[config.mk]
export PLATFORM = sky130hd
export DESIGN_NAME = ost_osc_ctrl
export DESIGN_NICKNAME = d
export VERILOG_FILES = /design/src/rtl/ost_sync2.v /design/src/rtl/ost_trim_loop.v /design/src/rtl/ost_osc_ctrl.v
export VERILOG_INCLUDE_DIRS = /design/src /design/src/rtl
export SDC_FILE = /design/constraint.sdc
export NUM_CORES = 1
export LEC_CHECK = 0
export BUFFER_PORTS_ARGS = -buffer_cell sky130_fd_sc_hd__buf_4
export CAP_MARGIN = 30
export CORE_MARGIN = 3
export CORE_UTILIZATION = 45
export DETAILED_ROUTE_END_ITERATION = 10
export PLACE_DENSITY = 0.78
export SYNTH_ARGS = -nofsm -noshare
export SYNTH_HDL_FRONTEND = slang
export SYNTH_SLANG_ARGS = --single-unit
[constraint.sdc]
create_clock -name clk -period 12.1 [get_ports clk]
set_input_delay 1.21 -clock clk [delete_from_list [all_inputs] [get_ports clk]]
set_output_delay 1.21 -clock clk [all_outputs]
set_load 0.02 [all_outputs]
[src/rtl/ost_defines.vh]
// ost_defines.vh - constants of the oscillator switch and autotrim block
// assumes a 100 MHz system clock and an APB register port
`ifndef OST_DEFINES_VH
`define OST_DEFINES_VH

// register byte offsets on the APB port
`define OST_CTRL_OFFSET 12'h000
`define OST_TRIM_OFFSET 12'h004

// control register field positions
`define OST_CUR_SRC_MSB 14
`define OST_CUR_SRC_LSB 12
`define OST_NEXT_SRC_MSB 10
`define OST_NEXT_SRC_LSB 8
`define OST_SEL_LOCK_BIT 7
`define OST_PIN_LOCK_BIT 6
`define OST_PLL_LOCK_BIT 5
`define OST_CLK_FAIL_BIT 3
`define OST_PRI_KEEP_BIT 2
`define OST_SEC_EN_BIT 1
`define OST_SWITCH_BIT 0

// trim register field positions
`define OST_TRIM_EN_BIT 15
`define OST_TRIM_REF_BIT 12
`define OST_TRIM_LOCKED_BIT 11
`define OST_TRIM_LPOL_BIT 10
`define OST_TRIM_RANGE_BIT 9
`define OST_TRIM_RPOL_BIT 8
`define OST_TRIM_VAL_MSB 5

// unlock keys for the high and low control bytes
`define OST_KEY_HI_FIRST 8'h78
`define OST_KEY_HI_SECOND 8'h9A
`define OST_KEY_LO_FIRST 8'h46
`define OST_KEY_LO_SECOND 8'h57

// clock source codes that run through the PLL
`define OST_SRC_FRC_PLL 3'h1
`define OST_SRC_PRI_PLL 3'h3

// timing in 100 MHz cycles: switch settle 1 us, PLL start-up 2 ms
`define OST_SETTLE_CYCLES 8'h64
`define OST_PLL_START_CYCLES 18'h30D40

// trim loop: expected fast RC edges per reference window
`define OST_SOF_EXPECT 17'h01F40
`define OST_SECONDARY_OSCILLATOR_EXPECT 17'h0F424
`define OST_SECONDARY_OSCILLATOR_WINDOW 8'hFF
// 0.2 percent and 1.5 percent of the expected counts
`define OST_SOF_LOCK_THR 17'h00010
`define OST_SECONDARY_OSCILLATOR_LOCK_THR 17'h0007D
`define OST_SOF_RANGE_THR 17'h00078
`define OST_SECONDARY_OSCILLATOR_RANGE_THR 17'h003A9
// trim value saturation limits (two's complement)
`define OST_TRIM_MAX 6'h1F
`define OST_TRIM_MIN 6'h20

`endif

[src/rtl/ost_sync2.v]
// ost_sync2.v - two flip-flop synchroniser for asynchronous levels
// assumes inputs come from pins or other clocks; output is clk-domain
`timescale 1ns/1ps

module ost_sync2 #(
    parameter W = 1
) (
    input wire clk,            // system clock
    input wire rstn,           // synchronous reset, active low
    input wire [W-1:0] din,    // asynchronous inputs
    output reg [W-1:0] dout    // synchronised outputs
);

reg [W-1:0] stage1;

// first stage feeds only the second
always @(posedge clk) begin
    if (!rstn) begin
        stage1 <= {W{1'b0}};
        dout <= {W{1'b0}};
    end else begin
        stage1 <= din;
        dout <= stage1;
    end
end

endmodule // ost_sync2

[src/rtl/ost_trim_loop.v]
// ost_trim_loop.v - automatic trim loop of the fast RC oscillator
// assumes edge pulses already synchronised to clk, one cycle each
`timescale 1ns/1ps
`include "ost_defines.vh"

module ost_trim_loop (
    input wire clk,            // system clock
    input wire rstn,           // synchronous reset, active low
    input wire enable,         // autotrim enable
    input wire refSel,         // 1 = usb frame start, 0 = secondary osc
    input wire frcEdge,        // one pulse per fast RC cycle
    input wire sofEdge,        // one pulse per usb start of frame
    input wire soscEdge,       // one pulse per secondary osc cycle
    input wire swWrite,        // software writes the trim value
    input wire [5:0] swData,   // trim value from software
    output reg [5:0] trimValue, // current trim value
    output reg lockedFlag,     // within 0.2 percent of reference
    output reg rangeFlag       // beyond 1.5 percent, out of range
);

reg started;
reg [7:0] winCnt;
reg [16:0] frcCount;
wire refEdge;
wire windowDone;
wire [16:0] expCount;
wire [16:0] lockThr;
wire [16:0] rangeThr;
wire fast;
wire [16:0] diff;

assign refEdge = refSel ? sofEdge : soscEdge;
assign windowDone = refEdge & (refSel | (winCnt == `OST_SECONDARY_OSCILLATOR_WINDOW));
assign expCount = refSel ? `OST_SOF_EXPECT : `OST_SECONDARY_OSCILLATOR_EXPECT;
assign lockThr = refSel ? `OST_SOF_LOCK_THR : `OST_SECONDARY_OSCILLATOR_LOCK_THR;
assign rangeThr = refSel ? `OST_SOF_RANGE_THR : `OST_SECONDARY_OSCILLATOR_RANGE_THR;
assign fast = frcCount > expCount;
assign diff = fast ? frcCount - expCount : expCount - frcCount;

// measure each window and step the trim one code toward the reference
always @(posedge clk) begin
    if (!rstn) begin
        started <= 1'b0;
        winCnt <= 8'h00;
        frcCount <= 17'h00000;
        trimValue <= 6'h00;
        lockedFlag <= 1'b0;
        rangeFlag <= 1'b0;
    end else if (!enable) begin
        started <= 1'b0;
        winCnt <= 8'h00;
        frcCount <= 17'h00000;
        lockedFlag <= 1'b0;
        rangeFlag <= 1'b0;
        if (swWrite)
            trimValue <= swData;
    end else if (!started) begin
        // first reference edge opens the first window
        if (refEdge)
            started <= 1'b1;
        winCnt <= 8'h00;
        frcCount <= 17'h00000;
    end else if (windowDone) begin
        winCnt <= 8'h00;
        frcCount <= 17'h00000;
        lockedFlag <= (diff <= lockThr);
        rangeFlag <= (diff > rangeThr);
        if (diff > lockThr) begin
            if (fast && trimValue != `OST_TRIM_MIN)
                trimValue <= trimValue - 6'h01;
            else if (!fast && trimValue != `OST_TRIM_MAX)
                trimValue <= trimValue + 6'h01;
        end
    end else begin
        if (refEdge)
            winCnt <= winCnt + 8'h01;
        if (frcEdge && frcCount != 17'h1FFFF)
            frcCount <= frcCount + 17'h00001;
    end
end

endmodule // ost_trim_loop

[src/rtl/ost_osc_ctrl.v]
// ost_osc_ctrl.v - oscillator switch control with keyed unlock and
// automatic fast RC trim, reached over APB
// assumes a 100 MHz clk, straps stable from reset, pins asynchronous
//
// Summary of operation
// - monitor on and selection lock set: source and PLL selection refused
// - monitor off: selections never locked, whatever the lock bit holds
// - pin map lock changes only after unlock; one-way option blocks clear
// - PLL lock status is 1 when locked or start-up timer expired
// - PLL lock status clears during a switch and in non-PLL modes
// - clock failure flag set on detected failure while the monitor is on, else stays 0
// - primary keep bit holds primary oscillator running in sleep
// - secondary enable bit turns the 32 kHz oscillator on and off
// - switch request starts a switch to next source; clears when done
// - autotrim enable turns on calibration; reference chosen by select bit
// - select 1 uses usb frame starts, 0 uses the secondary oscillator
// - while calibrating, the six-bit trim value steps by one code, short of its limits, at the end of each reference window outside lock
// - software writes to the trim value are ignored while calibrating
// - lock within 0.2 and range beyond 1.5 percent shown as flags
// - polarity bits pick presence or absence of each trim condition
`timescale 1ns/1ps
`include "ost_defines.vh"

module ost_osc_ctrl #(
    parameter [17:0] PLL_START_CYCLES = `OST_PLL_START_CYCLES
) (
    input wire clk,                    // system clock, 100 MHz
    input wire rstn,                   // synchronous reset, active low
    input wire psel,                   // apb select
    input wire penable,                // apb access phase
    input wire pwrite,                 // apb write
    input wire [11:0] paddr,           // apb byte address
    input wire [31:0] pwdata,          // apb write data
    input wire [3:0] pstrb,            // apb byte strobes
    output wire pready,                // apb ready, always high
    output reg [31:0] prdata,          // apb read data
    output wire pslverr,               // apb error on unmapped address
    input wire failsafeMonitorCfg,     // strap: clock monitor enabled
    input wire pinMapOneWayCfg,        // strap: pin map lock one way
    input wire [2:0] initialSourceCfg, // strap: source after reset
    input wire sleepMode,              // core is in sleep
    input wire pllLockIn,              // pin: pll reports lock
    input wire clkFailIn,              // pin: monitor saw clock failure
    input wire usbSofIn,               // pin: usb start of frame level
    input wire soscClkIn,              // pin: secondary oscillator clock
    input wire frcClkIn,               // pin: fast rc oscillator clock
    output reg [2:0] currentSource,    // active clock source
    output wire pllEnable,             // pll must run
    output wire primaryOscEnable,      // primary oscillator runs
    output wire secondaryOscEnable,    // secondary oscillator runs
    output wire pinMapLock,            // pin mapping frozen
    output wire [5:0] trimValue,       // fast rc trim code
    output reg autotrimInterrupt       // one-cycle trim interrupt pulse
);

////////////////////////////////////////////////////////////////////////
// constants and state codes
localparam [1:0] SW_IDLE = 2'h0, SW_SETTLE = 2'h1, SW_PLL = 2'h2;
localparam [1:0] KEY_NONE = 2'h0, KEY_FIRST = 2'h1, KEY_OPEN = 2'h2;
localparam [7:0] SETTLE_CYCLES = `OST_SETTLE_CYCLES;

////////////////////////////////////////////////////////////////////////
// declarations
reg [2:0] nextSourceSelect;
reg selectionLock, pinMapLockBit, pllLockStatus, clockFailureFlag;
reg primaryOscSleepKeep, secondaryOscEnableBit, switchRequest;
reg autotrimEnable, autotrimReferenceSelect;
reg lockedFlagPolarity, rangeFlagPolarity, trimCondPrev;
reg [1:0] swState, hiKey, loKey;
reg [7:0] settleCnt;
reg [17:0] pllStartCnt;
reg [2:0] edgePrev;
wire [4:0] syncIn, syncOut;
wire pllLockSync, clkFailSync, frcEdge, sofEdge, soscEdge;
wire lockedFlag, rangeFlag, ctrlHit, trimHit, wrAccess, ctrlWr;
wire hiOnly, loOnly, loKeyWrite, selLocked, targetIsPll, pllActive;
wire pllStartDone, trimCond, trimSwWrite;
wire [7:0] hiData, loData;
wire [15:0] ctrlRead, trimRead;

////////////////////////////////////////////////////////////////////////
// pin synchronisers and edge pulses
assign syncIn = {frcClkIn, soscClkIn, usbSofIn, clkFailIn, pllLockIn};

ost_sync2 #(.W(5)) u_sync (
    .clk(clk),
    .rstn(rstn),
    .din(syncIn),
    .dout(syncOut)
);

assign pllLockSync = syncOut[0];
assign clkFailSync = syncOut[1];

// rising edges of the three clock-like inputs
always @(posedge clk) begin
    if (!rstn)
        edgePrev <= 3'h0;
    else
        edgePrev <= syncOut[4:2];
end

assign sofEdge = syncOut[2] & ~edgePrev[0];
assign soscEdge = syncOut[3] & ~edgePrev[1];
assign frcEdge = syncOut[4] & ~edgePrev[2];

////////////////////////////////////////////////////////////////////////
// apb decode; single-cycle access, unmapped addresses answer error
assign ctrlHit = (paddr == `OST_CTRL_OFFSET);
assign trimHit = (paddr == `OST_TRIM_OFFSET);
assign pready = 1'b1;
assign pslverr = psel & penable & ~(ctrlHit | trimHit);
assign wrAccess = psel & penable & pwrite;
assign ctrlWr = wrAccess & ctrlHit;
assign hiOnly = (pstrb[1:0] == 2'b10);
assign loOnly = (pstrb[1:0] == 2'b01);
assign hiData = pwdata[15:8];
assign loData = pwdata[7:0];

// a low byte write consumed as an unlock key stores nothing
assign loKeyWrite = ctrlWr & loOnly & (loKey != KEY_OPEN) &
    ((loData == `OST_KEY_LO_FIRST) |
     (loKey == KEY_FIRST && loData == `OST_KEY_LO_SECOND));

////////////////////////////////////////////////////////////////////////
// unlock key trackers; any other write breaks the sequence
// ordered key pairs
always @(posedge clk) begin
    if (!rstn) begin
        hiKey <= KEY_NONE;
        loKey <= KEY_NONE;
    end else if (wrAccess) begin
        if (ctrlWr && hiOnly && hiData == `OST_KEY_HI_FIRST &&
            hiKey != KEY_OPEN)
            hiKey <= KEY_FIRST;
        else if (ctrlWr && hiOnly && hiData == `OST_KEY_HI_SECOND &&
            hiKey == KEY_FIRST)
            hiKey <= KEY_OPEN;
        else
            hiKey <= KEY_NONE;
        if (ctrlWr && loOnly && loData == `OST_KEY_LO_FIRST &&
            loKey != KEY_OPEN)
            loKey <= KEY_FIRST;
        else if (ctrlWr && loOnly && loData == `OST_KEY_LO_SECOND &&
            loKey == KEY_FIRST)
            loKey <= KEY_OPEN;
        else
            loKey <= KEY_NONE;
    end
end

////////////////////////////////////////////////////////////////////////
// selection lock and pll helpers
// lock honoured
assign selLocked = failsafeMonitorCfg & selectionLock;
assign targetIsPll = (nextSourceSelect == `OST_SRC_FRC_PLL) |
    (nextSourceSelect == `OST_SRC_PRI_PLL);
assign pllActive = (currentSource == `OST_SRC_FRC_PLL) |
    (currentSource == `OST_SRC_PRI_PLL);
assign pllStartDone = (pllStartCnt >= PLL_START_CYCLES);
assign pllEnable = pllActive | ((swState != SW_IDLE) & targetIsPll);

////////////////////////////////////////////////////////////////////////
// control register and clock switch sequencer
always @(posedge clk) begin
    if (!rstn) begin
        currentSource <= initialSourceCfg;
        nextSourceSelect <= initialSourceCfg;
        selectionLock <= 1'b0;
        pinMapLockBit <= 1'b0;
        clockFailureFlag <= 1'b0;
        primaryOscSleepKeep <= 1'b0;
        secondaryOscEnableBit <= 1'b0;
        switchRequest <= 1'b0;
        swState <= SW_IDLE;
        settleCnt <= 8'h00;
    end else begin
        // high byte: next source only in the open slot
        // high byte gate
        if (ctrlWr && pstrb[1] && hiKey == KEY_OPEN && !selLocked)
            nextSourceSelect <= pwdata[`OST_NEXT_SRC_MSB:`OST_NEXT_SRC_LSB];
        // low byte: free bits on any plain write, keyed bits when open
        if (ctrlWr && pstrb[0] && !loKeyWrite) begin
            selectionLock <= pwdata[`OST_SEL_LOCK_BIT];
            primaryOscSleepKeep <= pwdata[`OST_PRI_KEEP_BIT];
            secondaryOscEnableBit <= pwdata[`OST_SEC_EN_BIT];
            if (loKey == KEY_OPEN) begin
                if (pwdata[`OST_PIN_LOCK_BIT] || !pinMapOneWayCfg)
                    pinMapLockBit <= pwdata[`OST_PIN_LOCK_BIT];
            end
        end
        if (failsafeMonitorCfg && clkFailSync)
            clockFailureFlag <= 1'b1;
        else if (ctrlWr && pstrb[0] && !loKeyWrite &&
                 !pwdata[`OST_CLK_FAIL_BIT])
            clockFailureFlag <= 1'b0;
        case (swState)
            SW_IDLE: begin
                settleCnt <= 8'h00;
                if (ctrlWr && pstrb[0] && loKey == KEY_OPEN &&
                    !selLocked && pwdata[`OST_SWITCH_BIT]) begin
                    switchRequest <= 1'b1;
                    swState <= SW_SETTLE;
                end
            end
            SW_SETTLE: begin
                if (settleCnt >= SETTLE_CYCLES - 8'h01) begin
                    settleCnt <= 8'h00;
                    if (targetIsPll) begin
                        swState <= SW_PLL;
                    end else begin
                        currentSource <= nextSourceSelect;
                        switchRequest <= 1'b0;
                        swState <= SW_IDLE;
                    end
                end else begin
                    settleCnt <= settleCnt + 8'h01;
                end
            end
            SW_PLL: begin
                // without pll lock the request stays set as a failure
                if (pllLockSync) begin
                    currentSource <= nextSourceSelect;
                    switchRequest <= 1'b0;
                    swState <= SW_IDLE;
                end else if (ctrlWr && pstrb[0] && loKey == KEY_OPEN &&
                             !pwdata[`OST_SWITCH_BIT]) begin
                    // software abandons a switch that never locked
                    switchRequest <= 1'b0;
                    swState <= SW_IDLE;
                end
            end
            default: begin
                switchRequest <= 1'b0;
                swState <= SW_IDLE;
            end
        endcase
    end
end

////////////////////////////////////////////////////////////////////////
// pll start-up timer and lock status
always @(posedge clk) begin
    if (!rstn) begin
        pllStartCnt <= 18'h00000;
        pllLockStatus <= 1'b0;
    end else begin
        if (pllActive && swState == SW_IDLE) begin
            if (!pllStartDone)
                pllStartCnt <= pllStartCnt + 18'h00001;
        end else begin
            pllStartCnt <= 18'h00000;
        end
        pllLockStatus <= pllActive & (swState == SW_IDLE) &
            (pllLockSync | pllStartDone);
    end
end

////////////////////////////////////////////////////////////////////////
// trim control register and trim loop
always @(posedge clk) begin
    if (!rstn) begin
        autotrimEnable <= 1'b0;
        autotrimReferenceSelect <= 1'b0;
        lockedFlagPolarity <= 1'b0;
        rangeFlagPolarity <= 1'b0;
    end else if (wrAccess && trimHit) begin
        if (pstrb[1]) begin
            autotrimEnable <= pwdata[`OST_TRIM_EN_BIT];
            autotrimReferenceSelect <= pwdata[`OST_TRIM_REF_BIT];
            lockedFlagPolarity <= pwdata[`OST_TRIM_LPOL_BIT];
            rangeFlagPolarity <= pwdata[`OST_TRIM_RPOL_BIT];
        end
    end
end

assign trimSwWrite = wrAccess & trimHit & pstrb[0] & ~autotrimEnable;

ost_trim_loop u_trim (
    .clk(clk),
    .rstn(rstn),
    .enable(autotrimEnable),
    .refSel(autotrimReferenceSelect),
    .frcEdge(frcEdge),
    .sofEdge(sofEdge),
    .soscEdge(soscEdge),
    .swWrite(trimSwWrite),
    .swData(pwdata[`OST_TRIM_VAL_MSB:0]),
    .trimValue(trimValue),
    .lockedFlag(lockedFlag),
    .rangeFlag(rangeFlag)
);

assign trimCond = autotrimEnable &
    ((lockedFlagPolarity ? lockedFlag : ~lockedFlag) |
     (rangeFlagPolarity ? rangeFlag : ~rangeFlag));

// interrupt pulses once as the selected condition appears
always @(posedge clk) begin
    if (!rstn) begin
        trimCondPrev <= 1'b0;
        autotrimInterrupt <= 1'b0;
    end else begin
        trimCondPrev <= trimCond;
        autotrimInterrupt <= trimCond & ~trimCondPrev;
    end
end

////////////////////////////////////////////////////////////////////////
// outputs and read data
// primary in sleep
assign primaryOscEnable = primaryOscSleepKeep | ~sleepMode;
assign secondaryOscEnable = secondaryOscEnableBit;
assign pinMapLock = pinMapLockBit;

assign ctrlRead = {1'b0, currentSource, 1'b0, nextSourceSelect,
    selectionLock, pinMapLockBit, pllLockStatus, 1'b0,
    clockFailureFlag, primaryOscSleepKeep, secondaryOscEnableBit,
    switchRequest};
assign trimRead = {autotrimEnable, 2'b00, autotrimReferenceSelect,
    lockedFlag, lockedFlagPolarity, rangeFlag, rangeFlagPolarity,
    2'b00, trimValue};

// read data captured in the setup phase, shown in the access phase
always @(posedge clk) begin
    if (!rstn)
        prdata <= 32'h00000000;
    else if (psel && !penable && !pwrite) begin
        if (paddr == `OST_CTRL_OFFSET)
            prdata <= {16'h0000, ctrlRead};
        else if (paddr == `OST_TRIM_OFFSET)
            prdata <= {16'h0000, trimRead};
        else
            prdata <= 32'h00000000;
    end
end

endmodule // ost_osc_ctrl

Word-level counts from Yosys, hierarchy flattened
Cells that the tools add are included.
{ "classes": {"eq_ne": 36, "reduce_logical": 54, "mux": 45, "order_cmp": 6, "bitwise": 40, "add_sub_neg": 8} }
{ "ops": {"columns": ["cell", "count"], "rows": [
  ["17-bit greater-than comparator", 3],
  ["16-bit two-way mux", 3],
  ["6-bit two-way mux", 7],
  ["17-bit subtractor", 2],
  ["1-bit logical AND", 29],
  ["8-bit by 7-bit equality test with 1-bit output, second input constant", 3],
  ["1-bit AND", 20],
  ["18-bit by 1-bit adder with 18-bit output, second input constant", 1],
  ["18-bit greater-or-equal comparator, second input constant", 1],
  ["2-bit two-way mux", 9],
  ["3-bit two-way mux", 6],
  ["17-bit by 1-bit adder with 17-bit output, second input constant", 1],
  ["17-bit <= comparator", 1],
  ["17-bit two-way mux", 1],
  ["17-bit != test, second input constant", 1],
  ["8-bit by 1-bit adder with 8-bit output, second input constant", 2],
  ["8-bit equality test, second input constant", 2],
  ["8-bit case mux with 2 select lines", 1],
  ["12-bit by 3-bit equality test with 1-bit output, second input constant", 1],
  ["12-bit zero test", 1],
  ["1-bit two-way mux", 12],
  ["1-bit inverter", 11],
  ["10-bit two-way mux", 1],
  ["2-bit != test, second input constant", 5],
  ["28 further kinds", 65]
]} }
{ "word_totals": {"elab_cells": 219, "in_bits": 64, "register_bits": 130} }

Logic depth before layout (Yosys ltp)
Gate-level depths: netlist of run 1.
{ "depth": {"depth_word": 11, "ltp_mapped": 19} }

Cells and area by module
From an unflattened synthesis of run 1, not the netlist that was laid out.
{ "hier_totals": {"hier_cells": 865, "area_unflattened_um2": 7180.6} }
{ "by_module_without_submodules": {"columns": ["module", "n_inst", "area_per_inst_um2", "seq_area_each_um2", "cells_each"], "rows": [
  ["ost_trim_loop", 1, 3482.1, 680.7, 435],
  ["ost_osc_ctrl", 1, 3435.8, 1461.4, 410],
  ["ost_sync2", 1, 262.8, 200.2, 20]
]} }

Least setup slack after synthesis of run 1
Ideal clock, no wire load.
{ "synth_timing": {"path_type": "reg-to-reg", "startpoint": "reg autotrimReferenceSelect", "endpoint": "reg u_trim.trimValue[4]", "period_less_slack_ns": 4.692, "slack_ns": 7.408, "path_buffers": 2, "arrival_time_ns": 4.576, "path_stages_with_launch": 19, "path_cell_list": "dfxtp_1 inv_1 ha_1 buf_4 a211o_2 a221oi_2 o21ai_1 nand2_4 buf_4 mux2i_1 xor2_1 ha_1 and3_1 mux2i_1 o2111ai_1 o211ai_2 a31oi_4 or3_1 o211a_1"} }
{ "synth_between": {"elab_chain_len": 8, "elab_cells_between_ends": 22} }
{ "synth_lines": {"columns": ["item", "line", "text"], "rows": [
  ["start, declared", "ost_osc_ctrl.v:67", "reg autotrimEnable, autotrimReferenceSelect;"],
  ["start signal, assigned", "ost_osc_ctrl.v:270", "autotrimReferenceSelect <= pwdata[`OST_TRIM_REF_BIT];"],
  ["branches (longest 8 deep; another with 17-bit subtractor)", null, null],
  ["end signal, assigned", "ost_trim_loop.v:56", "trimValue <= swData;"],
  ["end signal, assigned", "ost_trim_loop.v:70", "trimValue <= trimValue - 6'h01;"],
  ["end signal, assigned", "ost_trim_loop.v:72", "trimValue <= trimValue + 6'h01;"],
  ["end, declared", "ost_trim_loop.v:16", "output reg [5:0] trimValue,"]
]} }
Several ways; the timed one is not identified. The select of a mux whose other input is x is not followed.
A chain may end at the register's enable or synchronous reset.

Worst setup path after layout of run 1
Ends and elaborated chain as after synthesis.

==> results.sh, run 1 <==
export IMPL_status="finished, final reports clean"
export IMPL_htree_num_levels=4
export IMPL_critPathLaunchType="flip-flop"
export IMPL_cts_resized=0
export IMPL_gp_congestion=0.894
export IMPL_pwr_share_clk=0.536
export IMPL_cts_tree="yes"
export IMPL_drtIter0Drc=454
export IMPL_async_reset_ff_frac=0
export IMPL_via_per_inst=5.47
export IMPL_grt_max_degree=75
export IMPL_syn_to_final_growth_pct=16.7
export IMPL_fmax_mhz=204
export IMPL_crit_arrival_ns=5.20
export IMPL_setup_viol=0
export IMPL_p_seq_frac=0.418
export IMPL_synth_distinct_cells=81
export IMPL_path_cells="inv_1, ha_1, a211o_2, a221oi_2, o21ai_1, nand2_4, mux2i_1, xnor2_1, ha_1, inv_1, and3_1, mux2i_1, o2111ai_1, o211ai_2, a31oi_4, nor2_1, o211a_1"
export IMPL_die_h_um=131
export IMPL_setup_tns_final_ns=0
export IMPL_critPathKind="reg -> reg"
export IMPL_insertion_delay_ns=0.42
export IMPL_synth_seq_cells=114
export IMPL_wirelength_um=16800
export IMPL_antenna_found_initial=0
export IMPL_antenna_left=0
export IMPL_io_buffers=76
export IMPL_clkSinkCount=114
export IMPL_cap_violations=0
export IMPL_synth_warning_count=0
export IMPL_tightest_slew_ns=1.04
export IMPL_crit_required_ns=12.41
export IMPL_slew_headroom=0.299
export IMPL_cts_clk_slew_worst_paths_ns=0.06
export IMPL_period_minus_slack_ns=4.89
export IMPL_overflow=0
export IMPL_p_comb_frac=0.046
export IMPL_rows=45
export IMPL_endpoint_kind="flip-flop"
export IMPL_rsz0062_at_grt="no"
export IMPL_synth_edff_count=6
export IMPL_swShare=0.235
export IMPL_yosysSeqAreaShare=0.332
export IMPL_mostFrequentLayoutCells="108 x dfxtp_1, 81 x nor2_1, 77 x nand2_1, 77 x buf_4, 49 x nand3_1"
export IMPL_avgSynthCellArea_um2=8.42
export IMPL_core_area_um2=15300
export IMPL_grt_pass1_vias=5628
export IMPL_die_x_um=131
export IMPL_p_switching_w=0.000217
export IMPL_wire_per_inst_um=14.9
export IMPL_synth_area_um2=7060
export IMPL_synthFlopType="dfxtp_1"
export IMPL_skew_ns=0.00707
export IMPL_intPower_w=0.000707
export IMPL_cts_path_max_buffers=2
export IMPL_place_hpwl_um=12400
export IMPL_cp_slowest_cell="a221oi_2"
export IMPL_cts_buffers=17
export IMPL_ios=112
export IMPL_slowest_delay_ns=0.51
export IMPL_dieArea_um2=17200
export IMPL_leakagePower_nw=3.26
export IMPL_finalPower_w=0.000924
export IMPL_slew_violations=0
export IMPL_netlist_instances=839
export IMPL_cp_max_fo=14
export IMPL_grt_first_pass_wirelength_um=27900
export IMPL_layout_commonest_cell="dfxtp_1"
export IMPL_p_per_area_nw_per_um2=112
export IMPL_drtPass1Iterations=5
export IMPL_vias=6161
export IMPL_clock_tree_root_cell="clkbuf_16"
export IMPL_drc=0
export IMPL_antenna_cells=0
export IMPL_min_period_over_period=0.404
export IMPL_cts_hold_buf=0
export IMPL_final_nets=1007
export IMPL_grt_usage=0.194
export IMPL_initial_core_util=0.463
export IMPL_cts_setup_buffers=0
export IMPL_drive_gt1_frac=0.151
export IMPL_hold_viol=0
export IMPL_min_delay_path_class="reg -> reg"
export IMPL_peakVddDrop_mv=0.108
stage by stage:
| stage | cells | area (um^2) | utilization | worst slack (ns) | hold WS (ns) |
|---|---|---|---|---|---|
| after CTS | 1126 | 8240 | 0.540 | 7.31 | 0.388 |
| after global routing | 1126 | 8240 | 0.540 | 6.87 | 0.411 |
| final | 1126 | 8240 | 0.540 | 7.21 | 0.395 |
| after floorplan | 854 | 7120 | - | 7.41 | 0.367 |
| after detailed placement | 1094 | 7660 | 0.502 | 7.35 | 0.380 |
| after global placement | 1094 | 7660 | 0.502 | 7.44 | 0.371 |
worst max-delay path, delay by kind of cell (launching register included):
family	cells	cell delay, ns
compound gates	7	2.13
xor+xnor	1	0.18
fa+ha+maj	2	0.74
buf+inv	2	0.48
flops	1	0.31
mux	2	0.38
simple gates	3	0.54
state kept, by name (all words and copies together) (netlist names), 3 cells and up:
register	flops
u_sync.stage1	5
currentSource	3
settleCnt	8
u_trim.frcCount	17
pllStartCnt	18
nextSourceSelect	3
u_trim.trimValue	6
prdata	16
u_sync.dout	5
edgePrev	3
u_trim.winCnt	8
routing by layer:
metal,GRT usage,up-vias,share of wire
met2,0.303,182,0.46
met5,0,-,0
met3,0.0456,28,0.057
met1,0.266,2885,0.47
li1,-,3066,-
met4,0.0636,0,0.019
cells in the mapped netlist, types with 3 or more instances:
library cell	instances	share of area
o31ai_1	4	0.0043
inv_1	32	0.017
nor4_1	8	0.0071
nand2b_1	15	0.013
nor3b_1	5	0.0053
a21o_1	11	0.012
a21boi_0	17	0.018
a211oi_1	3	0.0032
ha_1	40	0.071
nor3_1	10	0.0071
o21a_1	4	0.0043
edfxtp_1	6	0.026
or3_1	10	0.0089
and3_1	10	0.0089
xor2_1	25	0.031
nor2_1	81	0.043
o21ai_0	33	0.023
nand4_1	17	0.015
nand3_1	49	0.035
a21oi_1	35	0.025
o2111ai_1	3	0.0037
nand3b_1	4	0.0043
a22oi_1	6	0.0064
o211ai_1	6	0.0064
buf_4	20	0.021
o311a_2	3	0.0048
nor4b_1	4	0.0050
nor2b_1	23	0.020
mux2_2	10	0.016
o211a_1	4	0.0057
nand2_1	77	0.041
mux2i_1	20	0.028
a31oi_1	7	0.0062
and4_1	4	0.0050
clkbuf_1	18	0.0096
xnor2_1	30	0.037
and2_1	22	0.019
dfxtp_1	108	0.31
buf_6	4	0.0064
kinds of logic (layout without fill, tap and decap cells):
logic type / Yosys count / count (layout) / share of synthesized area
AND/OR/NAND/NOR: 355 / 355 / 0.261
AO/OA/AOI/OAI: 162 / 162 / 0.160
flip-flops: 114 / 114 / 0.332
buffers and inverters: 80 / 141 / 0.0599
XOR/XNOR: 55 / 55 / 0.0682
adder cells (fa/ha/maj): 41 / 41 / 0.0737
multiplexers: 30 / 30 / 0.0443
other: 2 / 17 / 0.00106
worst paths after layout:
kind / start / to / slack, ns / depth (start not counted)
worst max register to register: autotrimReferenceSelect / u_trim.trimValue[4] / 7.21 / 17
worst max-delay path: autotrimReferenceSelect / u_trim.trimValue[4] / 7.21 / 17
worst min register to register: trimCondPrev / autotrimInterrupt / 0.39 / 1
worst min-delay path: trimCondPrev / autotrimInterrupt / 0.39 / 1
power by group through the flow:
stage,Combinational (W),Sequential (W),Clock [W]
after global placement,0.0000417,0.000394,0
after detailed placement,0.0000420,0.000394,0
final,0.0000425,0.000386,0.000495
after global routing,0.0000458,0.000386,0.000519
after CTS,0.0000423,0.000386,0.000501
after floorplan,0.0000260,0.000395,0
layout make-up:
cell class              instances  area [um^2]
repair buffers                 77          578
inverters                      32          120
fillers                      1376         7020
multi-input cells             660         4350
clock inverters                14          151
flip-flops and latches        114         2340
well taps                     211          264
clock buffers                  18          429
No activity file was read; power rests on OpenSTA's default activity.
==> run 2, diff against run 1 <==
Settings changed: PLACE_DENSITY 0.78 to 0.8.
Clock period 12.1 ns to 4.4 ns, I/O delays scaled along.
==> results.sh, run 2 (synthesis gave the netlist of run 1 again) <==
export IMPL_drtPass1Iterations=5
export IMPL_vias=6415
export IMPL_p_switching_w=0.000578
export IMPL_rows=45
export IMPL_fmax_mhz=234
export IMPL_hold_viol=0
export IMPL_pwr_share_clk=0.531
export IMPL_insertion_delay_ns=0.41
export IMPL_final_nets=1029
export IMPL_min_period_over_period=0.973
export IMPL_cap_violations=0
export IMPL_cts_path_max_buffers=2
export IMPL_drc=0
export IMPL_period_minus_slack_ns=4.28
export IMPL_slew_headroom=0.375
export IMPL_io_buffers=76
export IMPL_grt_first_pass_wirelength_um=28700
export IMPL_p_seq_frac=0.422
export IMPL_overflow=0
export IMPL_gp_congestion=0.951
export IMPL_drtIter0Drc=529
export IMPL_initial_core_util=0.463
export IMPL_cp_max_fo=8
export IMPL_wire_per_inst_um=15.7
export IMPL_cts_tree="yes"
export IMPL_skew_ns=0.0112
export IMPL_clkSinkCount=114
export IMPL_setup_viol=0
export IMPL_intPower_w=0.00194
export IMPL_dieArea_um2=17200
export IMPL_via_per_inst=5.59
export IMPL_antenna_found_initial=0
export IMPL_die_x_um=131
export IMPL_min_delay_path_class="in -> reg"
export IMPL_fill_cells=1342
export IMPL_place_hpwl_um=12900
export IMPL_crit_arrival_ns=4.58
export IMPL_critPathKind="reg -> reg"
export IMPL_antenna_left=0
export IMPL_grt_pass1_vias=5986
export IMPL_endpoint_kind="flip-flop"
export IMPL_antenna_cells=0
export IMPL_final_area_um2=8560
export IMPL_crit_required_ns=4.70
export IMPL_largest_register="pllStartCnt"
export IMPL_p_per_area_nw_per_um2=294
export IMPL_pre_cts_slack_ns=0.0878
export IMPL_ios=112
export IMPL_syn_to_final_growth_pct=21.2
export IMPL_postPlaceCellArea_um2=7770
export IMPL_slew_violations=0
export IMPL_status="finished, final reports clean"
export IMPL_die_h_um=131
export IMPL_peakVddDrop_mv=0.325
export IMPL_p_comb_frac=0.047
export IMPL_drive_gt1_frac=0.191
export IMPL_largest_reg_flops=18
export IMPL_wirelength_um=18100
export IMPL_core_area_um2=15300
export IMPL_grt_usage=0.200
export IMPL_layout_commonest_cell="dfxtp_1"
export IMPL_grt_max_degree=75
export IMPL_mostFrequentLayoutCells="107 x dfxtp_1, 96 x buf_4, 80 x nor2_1"
export IMPL_setup_slack_ns=0.119
export IMPL_tightest_slew_ns=0.936
export IMPL_clock_tree_root_cell="clkbuf_16"
export IMPL_critPathLaunchType="flip-flop"
export IMPL_largestRegisters="pllStartCnt (18), u_trim.frcCount (17), prdata (16)"
export IMPL_cts_clk_slew_worst_paths_ns=0.06
export IMPL_swShare=0.229
export IMPL_htree_num_levels=4
export IMPL_cts_buffers=17
export IMPL_leakagePower_nw=3.38
[run 2: layer usage]
metal | wire [um] | part of all wire | GRT usage
met1 | 8140 | 0.45 | 0.263
met2 | 8360 | 0.46 | 0.320
met3 | 1150 | 0.064 | 0.0479
met4 | 413 | 0.023 | 0.0729
met5 | 0 | 0 | 0
[run 2: stage by stage]
| stage | TNS, ns | total power [W] | std cells | hold slack (ns) | util |
|---|---|---|---|---|---|
| after global routing | -0.154 | 0.00259 | 1148 | 0.226 | 0.561 |
| after global placement | 0 | 0.00120 | 1108 | 0.373 | 0.509 |
| final | 0 | 0.00252 | 1148 | 0.239 | 0.561 |
| after floorplan | 0 | 0.00116 | 854 | 0.367 | - |
| after detailed placement | 0 | 0.00120 | 1108 | 0.377 | 0.509 |
| after CTS | 0 | 0.00253 | 1140 | 0.219 | 0.548 |
[run 2: worst paths after layout]
path / from / endpoint / slack [ns] / depth (start not counted)
worst max-delay path: autotrimReferenceSelect / u_trim.trimValue[3] / 0.12 / 15
worst max register to register: autotrimReferenceSelect / u_trim.trimValue[3] / 0.12 / 15
worst min-delay path: frcClkIn / u_sync.stage1[4] / 0.24 / 2
worst min register to register: trimCondPrev / autotrimInterrupt / 0.38 / 1
[run 2: final cells by class]
class | instances | area [um^2] | share of cell area
inverters | 32 | 124 | 0.0145
clock buffers | 17 | 425 | 0.0497
repair inverters | 1 | 7.51 | 0.000877
repair buffers | 98 | 737 | 0.0861
flip-flops and latches | 114 | 2350 | 0.274
clock inverters | 15 | 158 | 0.0184
well taps | 211 | 264 | 0.0308
multi-input cells | 660 | 4500 | 0.526
[run 2: what timing repair did]
item                       CTS  global route
buffers inserted             0             6
setup endpoints to repair    0             8
hold buffers                 0             0
gates resized for setup      0            27
[run 2: power groups by stage]
stage	logic [W]	clock network, W	registers (W)
floorplan	0.0000716	0	0.00108
global placement	0.000115	0	0.00108
detailed placement	0.000116	0	0.00108
CTS	0.000117	0.00136	0.00106
global route	0.000127	0.00140	0.00106
finish	0.000118	0.00134	0.00106
[run 2: worst max-delay path: stages, from the launching register on]
cell,delay (ns)
dfxtp_4,0.39
clkinvlp_4,0.25
ha_4,0.38
nand4_1,0.25
or4_4,0.66
nand2_8,0.11
mux2i_4,0.23
xnor2_2,0.09
ha_1,0.34
nor3b_2,0.24
mux2i_4,0.12
buf_4,0.17
o211ai_2,0.23
a31oi_4,0.17
buf_6,0.17
o311a_2,0.36
